[config.mk]
export PLATFORM = sky130hd
export DESIGN_NAME = pfc_converter
export DESIGN_NICKNAME = d
export VERILOG_FILES = /design/src/inc/pfc_pkg.sv /design/src/pfc_converter.sv
export SDC_FILE = /design/constraint.sdc
export NUM_CORES = 2
export LEC_CHECK = 0
export BUFFER_PORTS_ARGS = -buffer_cell sky130_fd_sc_hd__buf_2
export CAP_MARGIN = 25
export CELL_PAD_IN_SITES_DETAIL_PLACEMENT = 0
export CELL_PAD_IN_SITES_GLOBAL_PLACEMENT = 2
export CORE_MARGIN = 4
export CORE_UTILIZATION = 38
export DETAILED_ROUTE_END_ITERATION = 7
export HOLD_SLACK_MARGIN = 0.1
export PLACE_DENSITY_LB_ADDON = 0.1
export SYNTH_ARGS = -nofsm -noshare
export SYNTH_HDL_FRONTEND = slang
export SYNTH_SLANG_ARGS = --single-unit
[constraint.sdc]
create_clock -name pclk -period 3.9 [get_ports pclk]
set_input_delay 0.585 -clock pclk [delete_from_list [all_inputs] [get_ports pclk]]
set_output_delay 0.585 -clock pclk [all_outputs]
set_load 0.05 [all_outputs]
[src/inc/pfc_pkg.sv]
/*
 Constants shared by the pixel format port converter: register indexes,
 reset values, mode codes, transfer size codes and buffer sizing.
 Assumes a 32-bit APB register bus whose byte address is four times the index.
*/
package pfc_pkg;

   // Register indexes; the byte address on APB is four times the index
   localparam logic [7:0] PFC_IDX_MASK0 = 8'hB8;
   localparam logic [7:0] PFC_IDX_MASK1 = 8'hB9;
   localparam logic [7:0] PFC_IDX_MASK2 = 8'hBA;
   localparam logic [7:0] PFC_IDX_MASK3 = 8'hBB;
   localparam logic [7:0] PFC_IDX_BASE0 = 8'hBC;
   localparam logic [7:0] PFC_IDX_BASE1 = 8'hBD;
   localparam logic [7:0] PFC_IDX_BASE2 = 8'hBE;
   localparam logic [7:0] PFC_IDX_BASE3 = 8'hBF;
   localparam logic [7:0] PFC_IDX_MODE = 8'hC0;
   localparam logic [7:0] PFC_IDX_ARR = 8'hC1;
   localparam logic [7:0] PFC_IDX_STATUS = 8'hC2;
   localparam int PFC_PADDR_W = 10;

   // Values after reset
   localparam logic [31:0] PFC_BASE_RST = 32'h0000_0000;
   localparam logic [27:0] PFC_MASK_RST = 28'h000_0000;
   localparam logic [3:0] PFC_MODE_RST = 4'h0;
   localparam logic [1:0] PFC_ARR_RST = 2'h0;

   // Conversion mode codes
   localparam logic [3:0] PFC_MODE_NONE = 4'h0;
   localparam logic [3:0] PFC_MODE_RGB332 = 4'h1;
   localparam logic [3:0] PFC_MODE_RGB565 = 4'h2;
   localparam logic [3:0] PFC_MODE_LUMINANCE_BYTE = 4'h3;
   localparam logic [3:0] PFC_MODE_ALPHA_BYTE = 4'h5;
   localparam logic [3:0] PFC_MODE_RGBA4444 = 4'h6;
   localparam logic [3:0] PFC_MODE_LUM4A4 = 4'h7;
   localparam logic [3:0] PFC_MODE_LUM8A8 = 4'hA;

   // Byte arrangement codes, channels from the top byte downward
   localparam logic [1:0] PFC_ARR_ARGB = 2'h0;
   localparam logic [1:0] PFC_ARR_RGBA = 2'h1;
   localparam logic [1:0] PFC_ARR_ABGR = 2'h2;
   localparam logic [1:0] PFC_ARR_BGRA = 2'h3;

   // Memory transfer size codes
   localparam logic [1:0] PFC_SIZE_BYTE = 2'h0;
   localparam logic [1:0] PFC_SIZE_HALF = 2'h1;
   localparam logic [1:0] PFC_SIZE_WORD = 2'h2;

   localparam logic [7:0] PFC_ALPHA_OPAQUE = 8'hFF;
   localparam int PFC_FIFO_DEPTH = 32;

   typedef enum logic [1:0] {
      PFC_APB_IDLE = 2'b01,
      PFC_APB_DONE = 2'b10
   } pfc_apb_state_type;

endpackage

[src/pfc_converter.sv]
/*
 Pixel format port converter: APB register file, address translation,
 ARGB data packing and unpacking, and a request FIFO in front of memory.
 Assumes one clock, a memory that answers reads in order with right
 justified data, and a bus master that issues only 32-bit port accesses.
*/
// The APB interface to the registers was left to the implementer.
`timescale 1ns/1ps
`default_nettype none

module pfc_fifo #(
   parameter int WIDTH = 8,
   parameter int DEPTH = 32
) (
   input wire logic pclk,
   input wire logic presetn,
   input wire logic in_valid,
   output logic in_ready,
   input wire logic [WIDTH-1:0] in_data,
   output logic out_valid,
   input wire logic out_ready,
   output logic [WIDTH-1:0] out_data
);
   localparam int AW = (DEPTH > 1) ? $clog2(DEPTH) : 1;
   localparam logic [AW:0] FULL_CNT = (AW + 1)'(DEPTH);
   localparam logic [AW-1:0] LAST_IDX = AW'(DEPTH - 1);

   typedef struct packed {
      logic [DEPTH-1:0][WIDTH-1:0] mem;
      logic [AW-1:0] wptr;
      logic [AW-1:0] rptr;
      logic [AW:0] count;
      logic in_ready;
      logic out_valid;
   } pfc_fifo_state_type;

   pfc_fifo_state_type s_r;
   pfc_fifo_state_type s_nxt;
   logic push;
   logic pop;

   assign push = in_valid & s_r.in_ready;
   assign pop = s_r.out_valid & out_ready;
   assign in_ready = s_r.in_ready;
   assign out_valid = s_r.out_valid;
   assign out_data = s_r.mem[s_r.rptr];

   always_comb begin
      s_nxt = s_r;
      if (push) begin
         s_nxt.mem[s_r.wptr] = in_data;
         s_nxt.wptr = (s_r.wptr == LAST_IDX) ? '0 : s_r.wptr + 1'b1;
      end
      if (pop) begin
         s_nxt.rptr = (s_r.rptr == LAST_IDX) ? '0 : s_r.rptr + 1'b1;
      end
      case ({push, pop})
         2'b10: s_nxt.count = s_r.count + 1'b1;
         2'b01: s_nxt.count = s_r.count - 1'b1;
         default: s_nxt.count = s_r.count;
      endcase
      // Flags are registered so the ready and valid ports come from flops
      s_nxt.in_ready = (s_nxt.count != FULL_CNT);
      s_nxt.out_valid = (s_nxt.count != '0);
   end

   always_ff @(posedge pclk or negedge presetn) begin
      if (!presetn) begin
         s_r <= '0;
         s_r.in_ready <= 1'b1;
      end else begin
         s_r <= s_nxt;
      end
   end
endmodule

module pfc_converter
   import pfc_pkg::*;
#(
   parameter int FIFO_DEPTH = PFC_FIFO_DEPTH
) (
   input wire logic pclk,
   input wire logic presetn,
   // APB register port
   input wire logic psel,
   input wire logic penable,
   input wire logic pwrite,
   input wire logic [PFC_PADDR_W-1:0] paddr,
   input wire logic [31:0] pwdata,
   input wire logic [3:0] pstrb,
   output logic [31:0] prdata,
   output logic pready,
   output logic pslverr,
   // Converter port, driven by the internal bus master
   input wire logic port_valid,
   output logic port_ready,
   input wire logic port_write,
   input wire logic [31:0] port_addr,
   input wire logic [31:0] port_wdata,
   output logic port_rvalid,
   output logic [31:0] port_rdata,
   // Memory side
   output logic mem_valid,
   input wire logic mem_ready,
   output logic mem_write,
   output logic [31:0] mem_addr,
   output logic [31:0] mem_wdata,
   output logic [1:0] mem_size,
   input wire logic mem_rvalid,
   input wire logic [31:0] mem_rdata
);
   localparam int CMD_W = 1 + 32 + 32 + 2;

   typedef struct packed {
      logic [31:0] target_base_address;
      logic [27:0] mask;
      logic [3:0] mode;
      logic [1:0] arr;
      pfc_apb_state_type ast;
      logic pready;
      logic pslverr;
      logic [31:0] prdata;
      logic cmd_valid;
      logic cmd_write;
      logic [31:0] cmd_addr;
      logic [31:0] cmd_wdata;
      logic [1:0] cmd_size;
      logic rvalid;
      logic [31:0] rdata;
   } pfc_state_type;

   pfc_state_type s_r;
   pfc_state_type s_nxt;

   logic fifo_in_ready;
   logic fifo_out_valid;
   logic fifo_out_ready;
   logic [CMD_W-1:0] fifo_in_data;
   logic [CMD_W-1:0] fifo_out_data;

   // Unpack a port word into {a, r, g, b} under the chosen arrangement
   function automatic logic [31:0] to_argb(input logic [31:0] w, input logic [1:0] arr);
      logic [31:0] c;
      case (arr)
         PFC_ARR_ARGB: c = w;
         PFC_ARR_RGBA: c = {w[7:0], w[31:24], w[23:16], w[15:8]};
         PFC_ARR_ABGR: c = {w[31:24], w[7:0], w[15:8], w[23:16]};
         PFC_ARR_BGRA: c = {w[7:0], w[15:8], w[23:16], w[31:24]};
         default: c = w;
      endcase
      return c;
   endfunction

   // Place {a, r, g, b} into a port word under the chosen arrangement
   function automatic logic [31:0] from_argb(input logic [31:0] c, input logic [1:0] arr);
      logic [31:0] w;
      case (arr)
         PFC_ARR_ARGB: w = c;
         PFC_ARR_RGBA: w = {c[23:16], c[15:8], c[7:0], c[31:24]};
         PFC_ARR_ABGR: w = {c[31:24], c[7:0], c[15:8], c[23:16]};
         PFC_ARR_BGRA: w = {c[7:0], c[15:8], c[23:16], c[31:24]};
         default: w = c;
      endcase
      return w;
   endfunction

   function automatic logic is_fmt8(input logic [3:0] m);
      return (m == PFC_MODE_RGB332) || (m == PFC_MODE_LUMINANCE_BYTE) ||
         (m == PFC_MODE_ALPHA_BYTE) || (m == PFC_MODE_LUM4A4);
   endfunction

   function automatic logic is_fmt16(input logic [3:0] m);
      return (m == PFC_MODE_RGB565) || (m == PFC_MODE_RGBA4444) ||
         (m == PFC_MODE_LUM8A8);
   endfunction

   // Expand memory data (right justified) into an {a, r, g, b} word
   function automatic logic [31:0] expand(input logic [31:0] d, input logic [3:0] m);
      logic [31:0] c;
      c = d;
      case (m)
         PFC_MODE_RGB332: c = {PFC_ALPHA_OPAQUE, d[7:5], d[7:5], d[7:6], d[4:2], d[4:2],
            d[4:3], d[1:0], d[1:0], d[1:0], d[1:0]};
         PFC_MODE_RGB565: c = {PFC_ALPHA_OPAQUE, d[15:11], d[15:13], d[10:5], d[10:9],
            d[4:0], d[4:2]};
         PFC_MODE_LUMINANCE_BYTE: c = {PFC_ALPHA_OPAQUE, d[7:0], d[7:0], d[7:0]};
         PFC_MODE_ALPHA_BYTE: c = {d[7:0], 24'h00_0000};
         PFC_MODE_RGBA4444: c = {d[3:0], d[3:0], d[15:12], d[15:12], d[11:8], d[11:8],
            d[7:4], d[7:4]};
         PFC_MODE_LUM4A4: c = {d[3:0], d[3:0], {3{d[7:4], d[7:4]}}};
         PFC_MODE_LUM8A8: c = {d[7:0], d[15:8], d[15:8], d[15:8]};
         default: c = d;
      endcase
      return c;
   endfunction

   // Address translation and write packing, done as the request is taken
   logic [27:0] masked_port_offset;
   logic [27:0] scaled_port_offset;
   logic [31:0] memory_target_address;
   logic [31:0] write_argb;
   logic [31:0] write_data;
   logic [1:0] write_size;

   always_comb begin
      masked_port_offset = port_addr[27:0] & ~s_r.mask;
      if (is_fmt8(s_r.mode)) begin
         scaled_port_offset = {2'h0, masked_port_offset[27:2]};
      end else if (is_fmt16(s_r.mode)) begin
         scaled_port_offset = {1'h0, masked_port_offset[27:1]};
      end else begin
         scaled_port_offset = masked_port_offset;
      end
      memory_target_address = s_r.target_base_address + {4'h0, scaled_port_offset};
      write_argb = to_argb(port_wdata, s_r.arr);
      // Read-only formats forward the low bits raw at the pixel size
      write_data = port_wdata;
      write_size = PFC_SIZE_WORD;
      if (is_fmt8(s_r.mode)) begin
         write_size = PFC_SIZE_BYTE;
         write_data = {24'h00_0000, port_wdata[7:0]};
      end else if (is_fmt16(s_r.mode)) begin
         write_size = PFC_SIZE_HALF;
         write_data = {16'h0000, port_wdata[15:0]};
      end
      if (s_r.mode == PFC_MODE_RGB332) begin
         write_data = {24'h00_0000, write_argb[23:21], write_argb[15:13],
            write_argb[7:6]};
      end else if (s_r.mode == PFC_MODE_RGB565) begin
         write_data = {16'h0000, write_argb[23:19], write_argb[15:10],
            write_argb[7:3]};
      end
   end

   // Whole 32-bit port words enter here; narrower masters are not supported
   assign fifo_in_data = {port_write, memory_target_address, write_data, write_size};
   assign fifo_out_ready = ~s_r.cmd_valid | mem_ready;

   pfc_fifo #(
      .WIDTH(CMD_W),
      .DEPTH(FIFO_DEPTH)
   ) u_cmd_fifo (
      .pclk(pclk),
      .presetn(presetn),
      .in_valid(port_valid),
      .in_ready(fifo_in_ready),
      .in_data(fifo_in_data),
      .out_valid(fifo_out_valid),
      .out_ready(fifo_out_ready),
      .out_data(fifo_out_data)
   );

   // APB address decode
   logic [7:0] reg_idx;
   logic reg_hit;
   logic [31:0] reg_rdata;

   always_comb begin
      reg_idx = paddr[PFC_PADDR_W-1:2];
      reg_hit = (paddr[1:0] == 2'h0);
      reg_rdata = 32'h0000_0000;
      case (reg_idx)
         PFC_IDX_MASK0: reg_rdata[7:0] = s_r.mask[7:0];
         PFC_IDX_MASK1: reg_rdata[7:0] = s_r.mask[15:8];
         PFC_IDX_MASK2: reg_rdata[7:0] = s_r.mask[23:16];
         PFC_IDX_MASK3: reg_rdata[3:0] = s_r.mask[27:24];
         PFC_IDX_BASE0: reg_rdata[7:0] = s_r.target_base_address[7:0];
         PFC_IDX_BASE1: reg_rdata[7:0] = s_r.target_base_address[15:8];
         PFC_IDX_BASE2: reg_rdata[7:0] = s_r.target_base_address[23:16];
         PFC_IDX_BASE3: reg_rdata[7:0] = s_r.target_base_address[31:24];
         PFC_IDX_MODE: reg_rdata[3:0] = s_r.mode;
         PFC_IDX_ARR: reg_rdata[1:0] = s_r.arr;
         PFC_IDX_STATUS: reg_rdata[1:0] = {fifo_in_ready, s_r.cmd_valid | fifo_out_valid};
         default: reg_hit = 1'b0;
      endcase
   end

   always_comb begin
      s_nxt = s_r;
      s_nxt.pready = 1'b0;
      s_nxt.pslverr = 1'b0;
      case (s_r.ast)
         PFC_APB_IDLE: begin
            // No wait states: answer is ready in the first access cycle
            if (psel && !penable) begin
               s_nxt.ast = PFC_APB_DONE;
               s_nxt.pready = 1'b1;
               s_nxt.pslverr = ~reg_hit;
               s_nxt.prdata = (reg_hit && !pwrite) ? reg_rdata : 32'h0000_0000;
            end
         end
         PFC_APB_DONE: begin
            s_nxt.ast = PFC_APB_IDLE;
            if (psel && penable && pwrite && reg_hit && pstrb[0]) begin
               case (reg_idx)
                  PFC_IDX_MASK0: s_nxt.mask[7:0] = pwdata[7:0];
                  PFC_IDX_MASK1: s_nxt.mask[15:8] = pwdata[7:0];
                  PFC_IDX_MASK2: s_nxt.mask[23:16] = pwdata[7:0];
                  PFC_IDX_MASK3: s_nxt.mask[27:24] = pwdata[3:0];
                  PFC_IDX_BASE0: s_nxt.target_base_address[7:0] = pwdata[7:0];
                  PFC_IDX_BASE1: s_nxt.target_base_address[15:8] = pwdata[7:0];
                  PFC_IDX_BASE2: s_nxt.target_base_address[23:16] = pwdata[7:0];
                  PFC_IDX_BASE3: s_nxt.target_base_address[31:24] = pwdata[7:0];
                  PFC_IDX_MODE: s_nxt.mode = pwdata[3:0];
                  PFC_IDX_ARR: s_nxt.arr = pwdata[1:0];
                  default: s_nxt.mode = s_r.mode;
               endcase
            end
         end
         default: s_nxt.ast = PFC_APB_IDLE;
      endcase

      // Output stage keeps memory signals on flops while the FIFO drains
      if (!s_r.cmd_valid || mem_ready) begin
         s_nxt.cmd_valid = fifo_out_valid;
         if (fifo_out_valid) begin
            {s_nxt.cmd_write, s_nxt.cmd_addr, s_nxt.cmd_wdata, s_nxt.cmd_size} = fifo_out_data;
         end
      end

      // Read data uses the mode at return time, so keep it stable during traffic
      s_nxt.rvalid = mem_rvalid;
      if (mem_rvalid) begin
         // Without a conversion mode the word is passed as stored, like writes
         s_nxt.rdata = mem_rdata;
         if (is_fmt8(s_r.mode) || is_fmt16(s_r.mode)) begin
            s_nxt.rdata = from_argb(expand(mem_rdata, s_r.mode), s_r.arr);
         end
      end
   end

   always_ff @(posedge pclk or negedge presetn) begin
      if (!presetn) begin
         s_r <= '0;
         s_r.target_base_address <= PFC_BASE_RST;
         s_r.mask <= PFC_MASK_RST;
         s_r.mode <= PFC_MODE_RST;
         s_r.arr <= PFC_ARR_RST;
         s_r.ast <= PFC_APB_IDLE;
      end else begin
         s_r <= s_nxt;
      end
   end

   assign prdata = s_r.prdata;
   assign pready = s_r.pready;
   assign pslverr = s_r.pslverr;
   assign port_ready = fifo_in_ready;
   assign port_rvalid = s_r.rvalid;
   assign port_rdata = s_r.rdata;
   assign mem_valid = s_r.cmd_valid;
   assign mem_write = s_r.cmd_write;
   assign mem_addr = s_r.cmd_addr;
   assign mem_wdata = s_r.cmd_wdata;
   assign mem_size = s_r.cmd_size;
endmodule

`default_nettype wire

---- Word-level counts from Yosys, hierarchy flattened ----
Cells that the tools add are included.
cells by class
  add/subtract/negate cells ............... 5
  $lt $le $gt $ge ......................... 3
  equal/unequal tests ..................... 29
  muxes and demuxes ....................... 28
  bitwise logic cells ..................... 8
  reductions and logical operators ........ 33
operators by type and width
  operator                                                               number
  2144-bit bitwise mux                                                   1
  67-bit binary-select mux with 5-bit select                             1
  67-bit demux with 5-bit select                                         1
  32-bit case mux with 7 select lines                                    1
  32-bit 2-to-1 mux                                                      5
  67-bit 2-to-1 mux                                                      2
  32-bit case mux with 4 select lines                                    1
  24-bit case mux with 4 select lines                                    1
  8-bit equality test, second input constant                             11
  28-bit 2-to-1 mux                                                      2
  36-bit 2-to-1 mux                                                      1
  34-bit 2-to-1 mux                                                      1
  32-bit by 28-bit adder with 32-bit output                              1
  3-bit AND reduction                                                    10
  28-bit AND                                                             1
  28-bit NOT                                                             1
  4-bit case mux with 7 select lines                                     1
  2-bit case mux with 11 select lines                                    1
  2-bit case mux with 9 select lines                                     1
  4-bit by 3-bit equality test with 1-bit output, second input constant  3
  5-bit by 6-bit < comparator with 1-bit output, second input constant   2
  6-bit case mux with 2 select lines                                     1
  11-bit OR reduction                                                    1
  5-bit by 1-bit adder with 5-bit output, second input constant          2
  24 further kinds                                                       53
storage, ports and cells
  flip-flop bits (word level) ............. 2365
  bits of input ports ..................... 151
  output and inout port bits .............. 136
  word-level logic and storage cells ...... 164

---- Longest topological paths before layout ----
  word-level depth ........................ 8
  mapped depth ............................ 17
  gate-level depth less buffers ........... 13

---- Modules after synthesis ----
From an unflattened synthesis, not the netlist that was laid out.
unflattened totals
  cell total of the unflattened synthesis .. 7166
  area total of the unflattened synthesis .. 110509.7 um2
by module, submodules not included
  module         instances  cells an instance  area an instance (um2)  sequential area each (um2)
  pfc_fifo       1          5772               97488.5                 54103.1
  pfc_converter  1          1394               13021.2                 4480.5

---- Worst setup path after synthesis ----
Ideal clock, no wire load.
  path type ............................... register to register
  start ................................... reg s_r[141] (netlist name)
  end ..................................... reg u_cmd_fifo.s_r[2153] (netlist name)
  setup time .............................. 0.125 ns
  arrival ................................. 4.148 ns
  required time ........................... 3.775 ns
  setup slack ............................. -0.373 ns
  stages on the path, launching flop included .. 17
  path buffers ............................ 5
  clock period less this slack ............ 4.273 ns
  path through ............................ dfrtp_1 -> clkbuf_1 -> buf_2 -> buf_2 -> a21oi_1 -> clkbuf_1 -> a222oi_1 -> ha_1 -> fa_1 -> a211oi_2 -> nor2_1 -> o31ai_2 -> o211ai_1 -> or4_1 -> and3_1 -> buf_2 -> mux2_2
between the ends
  cells in the longest elaborated chain, start to end .. 7
  elaborated cells between the ends (all ways) .. 16
  classes of those cells .................. 1 x add/sub; 7 x eq/ne; 3 x mux; 5 x reduce/logical
RTL lines
  element                                                                 RTL line                                    source
  from (decl)                                                             pfc_converter.sv:132                        pfc_state_type s_r;
  from (signal assigned)                                                  pfc_converter.sv:341                        s_r <= s_nxt;
  4-bit by 2-bit equality test with 1-bit output (tied with other cells)  pfc_converter.sv:173                        return (m == PFC_MODE_RGB565) || (m == PFC_MODE_RGBA4444) ||
  1-bit logical OR (on tied branches) (2 in series)                       pfc_converter.sv:173, pfc_converter.sv:168
  28-bit 2-to-1 mux / 1-bit logical OR (equally long branches)            pfc_converter.sv:209, pfc_converter.sv:169
  28-bit 2-to-1 mux *                                                     pfc_converter.sv:207                        if (is_fmt8(s_r.mode)) begin
  32-bit by 28-bit adder with 32-bit output *                             pfc_converter.sv:214                        memory_target_address = s_r.target_base_address + {4'h0, scaled_port_offset};
  2144-bit bitwise mux *                                                  pfc_converter.sv:51                         s_nxt.mem[s_r.wptr] = in_data;
  to (signal assigned)                                                    pfc_converter.sv:72                         s_r <= s_nxt;
  to (decl)                                                               pfc_converter.sv:37                         pfc_fifo_state_type s_r;
Every way passes the cells marked *; elsewhere a longest branch is shown, timed or not.
A chain may end at the register's enable or synchronous reset.

---- Worst setup path after layout ----
  start ................................... reg s_r[139] (netlist name)
  end ..................................... reg u_cmd_fifo.s_r[1483] (netlist name)
Same word-level chain as after synthesis.

==> impl_results.md <==
* Outcome: finished clean
* R2R Path End: u_cmd_fifo.s_r[1483]$_DFFE_PN0P_
* Commonest cells in the netlist: nand2_1 (2450), dfrtp_1 (2339), o21ai_0 (2066)
* Flops & latches, synth at 2341
* RSZ-0062 raised after global routing: yes
* PnR Total Power at 82.05 mW
* Element type at the critical path end: flip-flop
* Most frequent cell after synthesis: nand2_1
* Peak supply drop at 0.0004876 V
* CP max-delay cell: dfrtp_1
* DRT Wirelength at 376700 µm
* Vias at 78716
* Synth area leaders: dfrtp_1 (54%), mux4_2 (14%), o21ai_0 (9.5%)
* First-pass GRT wire length at 557900 µm
* Row count at 196
* PwrDens at 649.9 nW/µm²
* Most frequent CP cell: buf_4
* Final Cycle Share at 97.59%
* Final setup viols at 0
* Synth top area share at 53.62%
* Syn-to-layout area delta at 15.66%
* Iteration-0 DRC Markers at 6695
* DP HPWL at 231100 µm
* Kind of critical path: flip-flop to flip-flop
* Post-Syn Area at 109200 µm²
* Cell count after placement at 13656
* Tot GR Track Use at 25.37%
* Port-buffer cells at 231
* Syn Inst Count at 10237
* IO Pins at 287
* Number of synthesis warnings at 0
* Cells on worst reg2reg path at 13
* Reg2Reg Setup Slack at 0.09 ns
* Finished Layout Cells at 14198
* Cell taking the most area after synthesis: dfrtp_1
* Max Slew Vio Count at 0
* Critical-path cell list: o21a_4 -> or2_4 -> a222oi_1 -> ha_1 -> buf_4 -> nand4_1 -> or3_1 -> o211ai_1 -> buf_4 -> o2111ai_1 -> and3_1 -> buf_12 -> mux2_2
* Post-synth EDFFs at 0
* Drt pass-1 iters at 8
* Routed vias/inst at 5.544
* Initial antenna violation count at 14
* Vias in the first global route at 79781
* Initial Util at 38.24%
* Fmax at 0.2627 GHz
* Ys flop type: dfrtp_1
* CTS tree: done
* Die W at 544.0 µm
* Synth cell types at 91
* Clk_skew at 0.04039 ns
* Total gr overflow at 0
* Root Driver: clkbuf_16
* GPL Wtd Cong at 0.8240
* Cts bufs inserted at 276
* Largest stage delay, worst path at 0.43 ns
* CP Max Fanout at 32
* Slew Limit Headroom at 12.94%
* Critical Path AT at 4.55 ns
* WHS Endpoint: port_rdata[13]$_DFFE_PN0P_
* Routed len/inst at 26.53 µm
* Pin count of the biggest net entering global routing at 105
* CTS H-tree lvls at 5
* CTS max path bufs at 4
* Filler cell count at 26880
* Die footprint at 295900 µm²
* Hold depth at 3
* Antenna Nets Post-Route at 0
* Register area share after synthesis at 53.66%
* Skew-Pair Late Insertion Delay at 0.89 ns
* Die H at 544.0 µm
* Final TNS setup at 0 ns
* Startpoint Class: flip-flop
* Worst R2R Start: s_r[139]$_DFFE_PN0P_
* Ys async rst share at 100.0%
* Core footprint at 285500 µm²
* Dpl cell area at 116600 µm²
* Clock transition at path regs at 0.06 ns
* Hold wc startpoint: mem_rdata[13]
* Syn avg cell area at 10.66 µm²
* Post-route cell area at 126300 µm²
* MaxCap Viol Count at 0
* Final Hold Viols at 0
* Sink Count at 2341
* Worst-Margin Slew at 1.306 ns
* Layout cell share with drive strength beyond 1 at 20.65%
* Hold WC Path Type: input port to flip-flop
* Leakage at 56.41 nW
* Post-route DRC at 0
* Nets at 10424
* Req. time, crit path at 4.64 ns
* Tmin final at 3.806 ns
==> critical path: cells and delay by family (launching register included) <==
family,cells,cell delay [ns]
AO/OA/AOI/OAI,4,1.16
multiplexers,1,0.28
adder cells (fa/ha/maj),1,0.31
AND/OR/NAND/NOR,4,0.96
buffers and inverters,3,0.52
flip-flops,1,0.43
==> sequential cells by signal, summed over array words and instances (netlist names) <==
name	flops
mem_wdata	32
u_cmd_fifo.in_ready	1
mem_size	2
u_cmd_fifo.out_valid	1
pslverr	1
s_r	68
mem_addr	32
pready	1
prdata	8
u_cmd_fifo.s_r	2160
port_rdata	32
mem_write	1
mem_valid	1
port_rvalid	1
==> routing by layer <==
layer | track usage [%] | wire, µm | up-vias
li1 | - | - | 35795
met5 | 0 | 13 | -
met2 | 41.45 | 178600 | 1970
met3 | 3.059 | 17540 | 475
met4 | 5.560 | 8783 | 2
met1 | 36.45 | 171800 | 40474
==> cells in the final DEF, fill, tap and decap left out, types with 48 or more instances in the layout <==
cell type	count
nor2_1	271
clkbuf_8	58
nand2_1	2433
nand2b_1	48
mux2i_1	95
mux2_2	114
clkbuf_16	286
buf_2	230
nor3_1	142
nand3_1	105
dfrtp_1	2331
buf_12	134
buf_4	411
o21ai_0	2048
clkbuf_1	72
a21oi_1	115
mux4_2	685
a211o_1	57
==> final cells by class <==
cell class / instances / area (µm²) / area share (%)
Antenna cell: 4 / 10.01 / 0.007928
Clock buffer: 413 / 8150 / 6.455
Clock inverter: 68 / 732.0 / 0.5797
Inverter: 38 / 142.6 / 0.1130
Multi-Input combinational cell: 6748 / 46420 / 36.76
Sequential cell: 2341 / 58610 / 46.42
Tap cell: 3762 / 4707 / 3.728
Timing Repair Buffer: 824 / 7493 / 5.935
==> stage by stage <==
stage	worst slack (ns)	utilization, %	hold slack (ns)
finish	0.09385	44.23	0.1961
global route	-0.05377	44.23	0.1814
floorplan	0.0009446	-	0.2894
detailed placement	-0.08176	40.85	0.4585
global placement	-0.08039	40.84	0.4526
CTS	0.02094	44.11	0.1146
==> worst max-delay path by stage <==
stage	start	endpoint	cells past startpoint
2_1_floorplan	s_r[139]$_DFFE_PN0P_	u_cmd_fifo.s_r[2153]$_DFFE_PN0P_	15
3_3_place_gp	s_r[139]$_DFFE_PN0P_	u_cmd_fifo.s_r[1202]$_DFFE_PN0P_	14
3_5_place_dp	s_r[139]$_DFFE_PN0P_	u_cmd_fifo.s_r[1202]$_DFFE_PN0P_	14
4_1_cts	s_r[139]$_DFFE_PN0P_	u_cmd_fifo.s_r[2019]$_DFFE_PN0P_	13
5_1_grt	s_r[139]$_DFFE_PN0P_	u_cmd_fifo.s_r[2019]$_DFFE_PN0P_	13
6_report	s_r[139]$_DFFE_PN0P_	u_cmd_fifo.s_r[1483]$_DFFE_PN0P_	13
==> power by group <==
group / switching (mW) / total (mW) / internal, mW
Combinational: 13.6 / 23.9 / 10.3
Sequential: 3.03 / 32.4 / 29.4
Clock: 10.6 / 25.7 / 15.1
==> what timing repair did <==
item	in CTS	in global routing
gates resized for setup	3	46
endpoints found under the setup margin	30	435
endpoints found under the hold margin	115	0
pin swaps	1	21
gates cloned	0	5
setup buffers	0	11
hold buffers	41	0
==> cells by family after synthesis <==
family | count (synthesis) | synth area share (%)
AO/OA/AOI/OAI | 2583 | 13.06
XOR/XNOR | 25 | 0.2006
adder cells (fa/ha/maj) | 44 | 0.5181
buffers and inverters | 1173 | 4.622
flip-flops | 2341 | 53.66
multiplexers | 895 | 16.19
other | 1 | 0.003435
AND/OR/NAND/NOR | 3175 | 11.74
(Power assumes the default switching activity.)
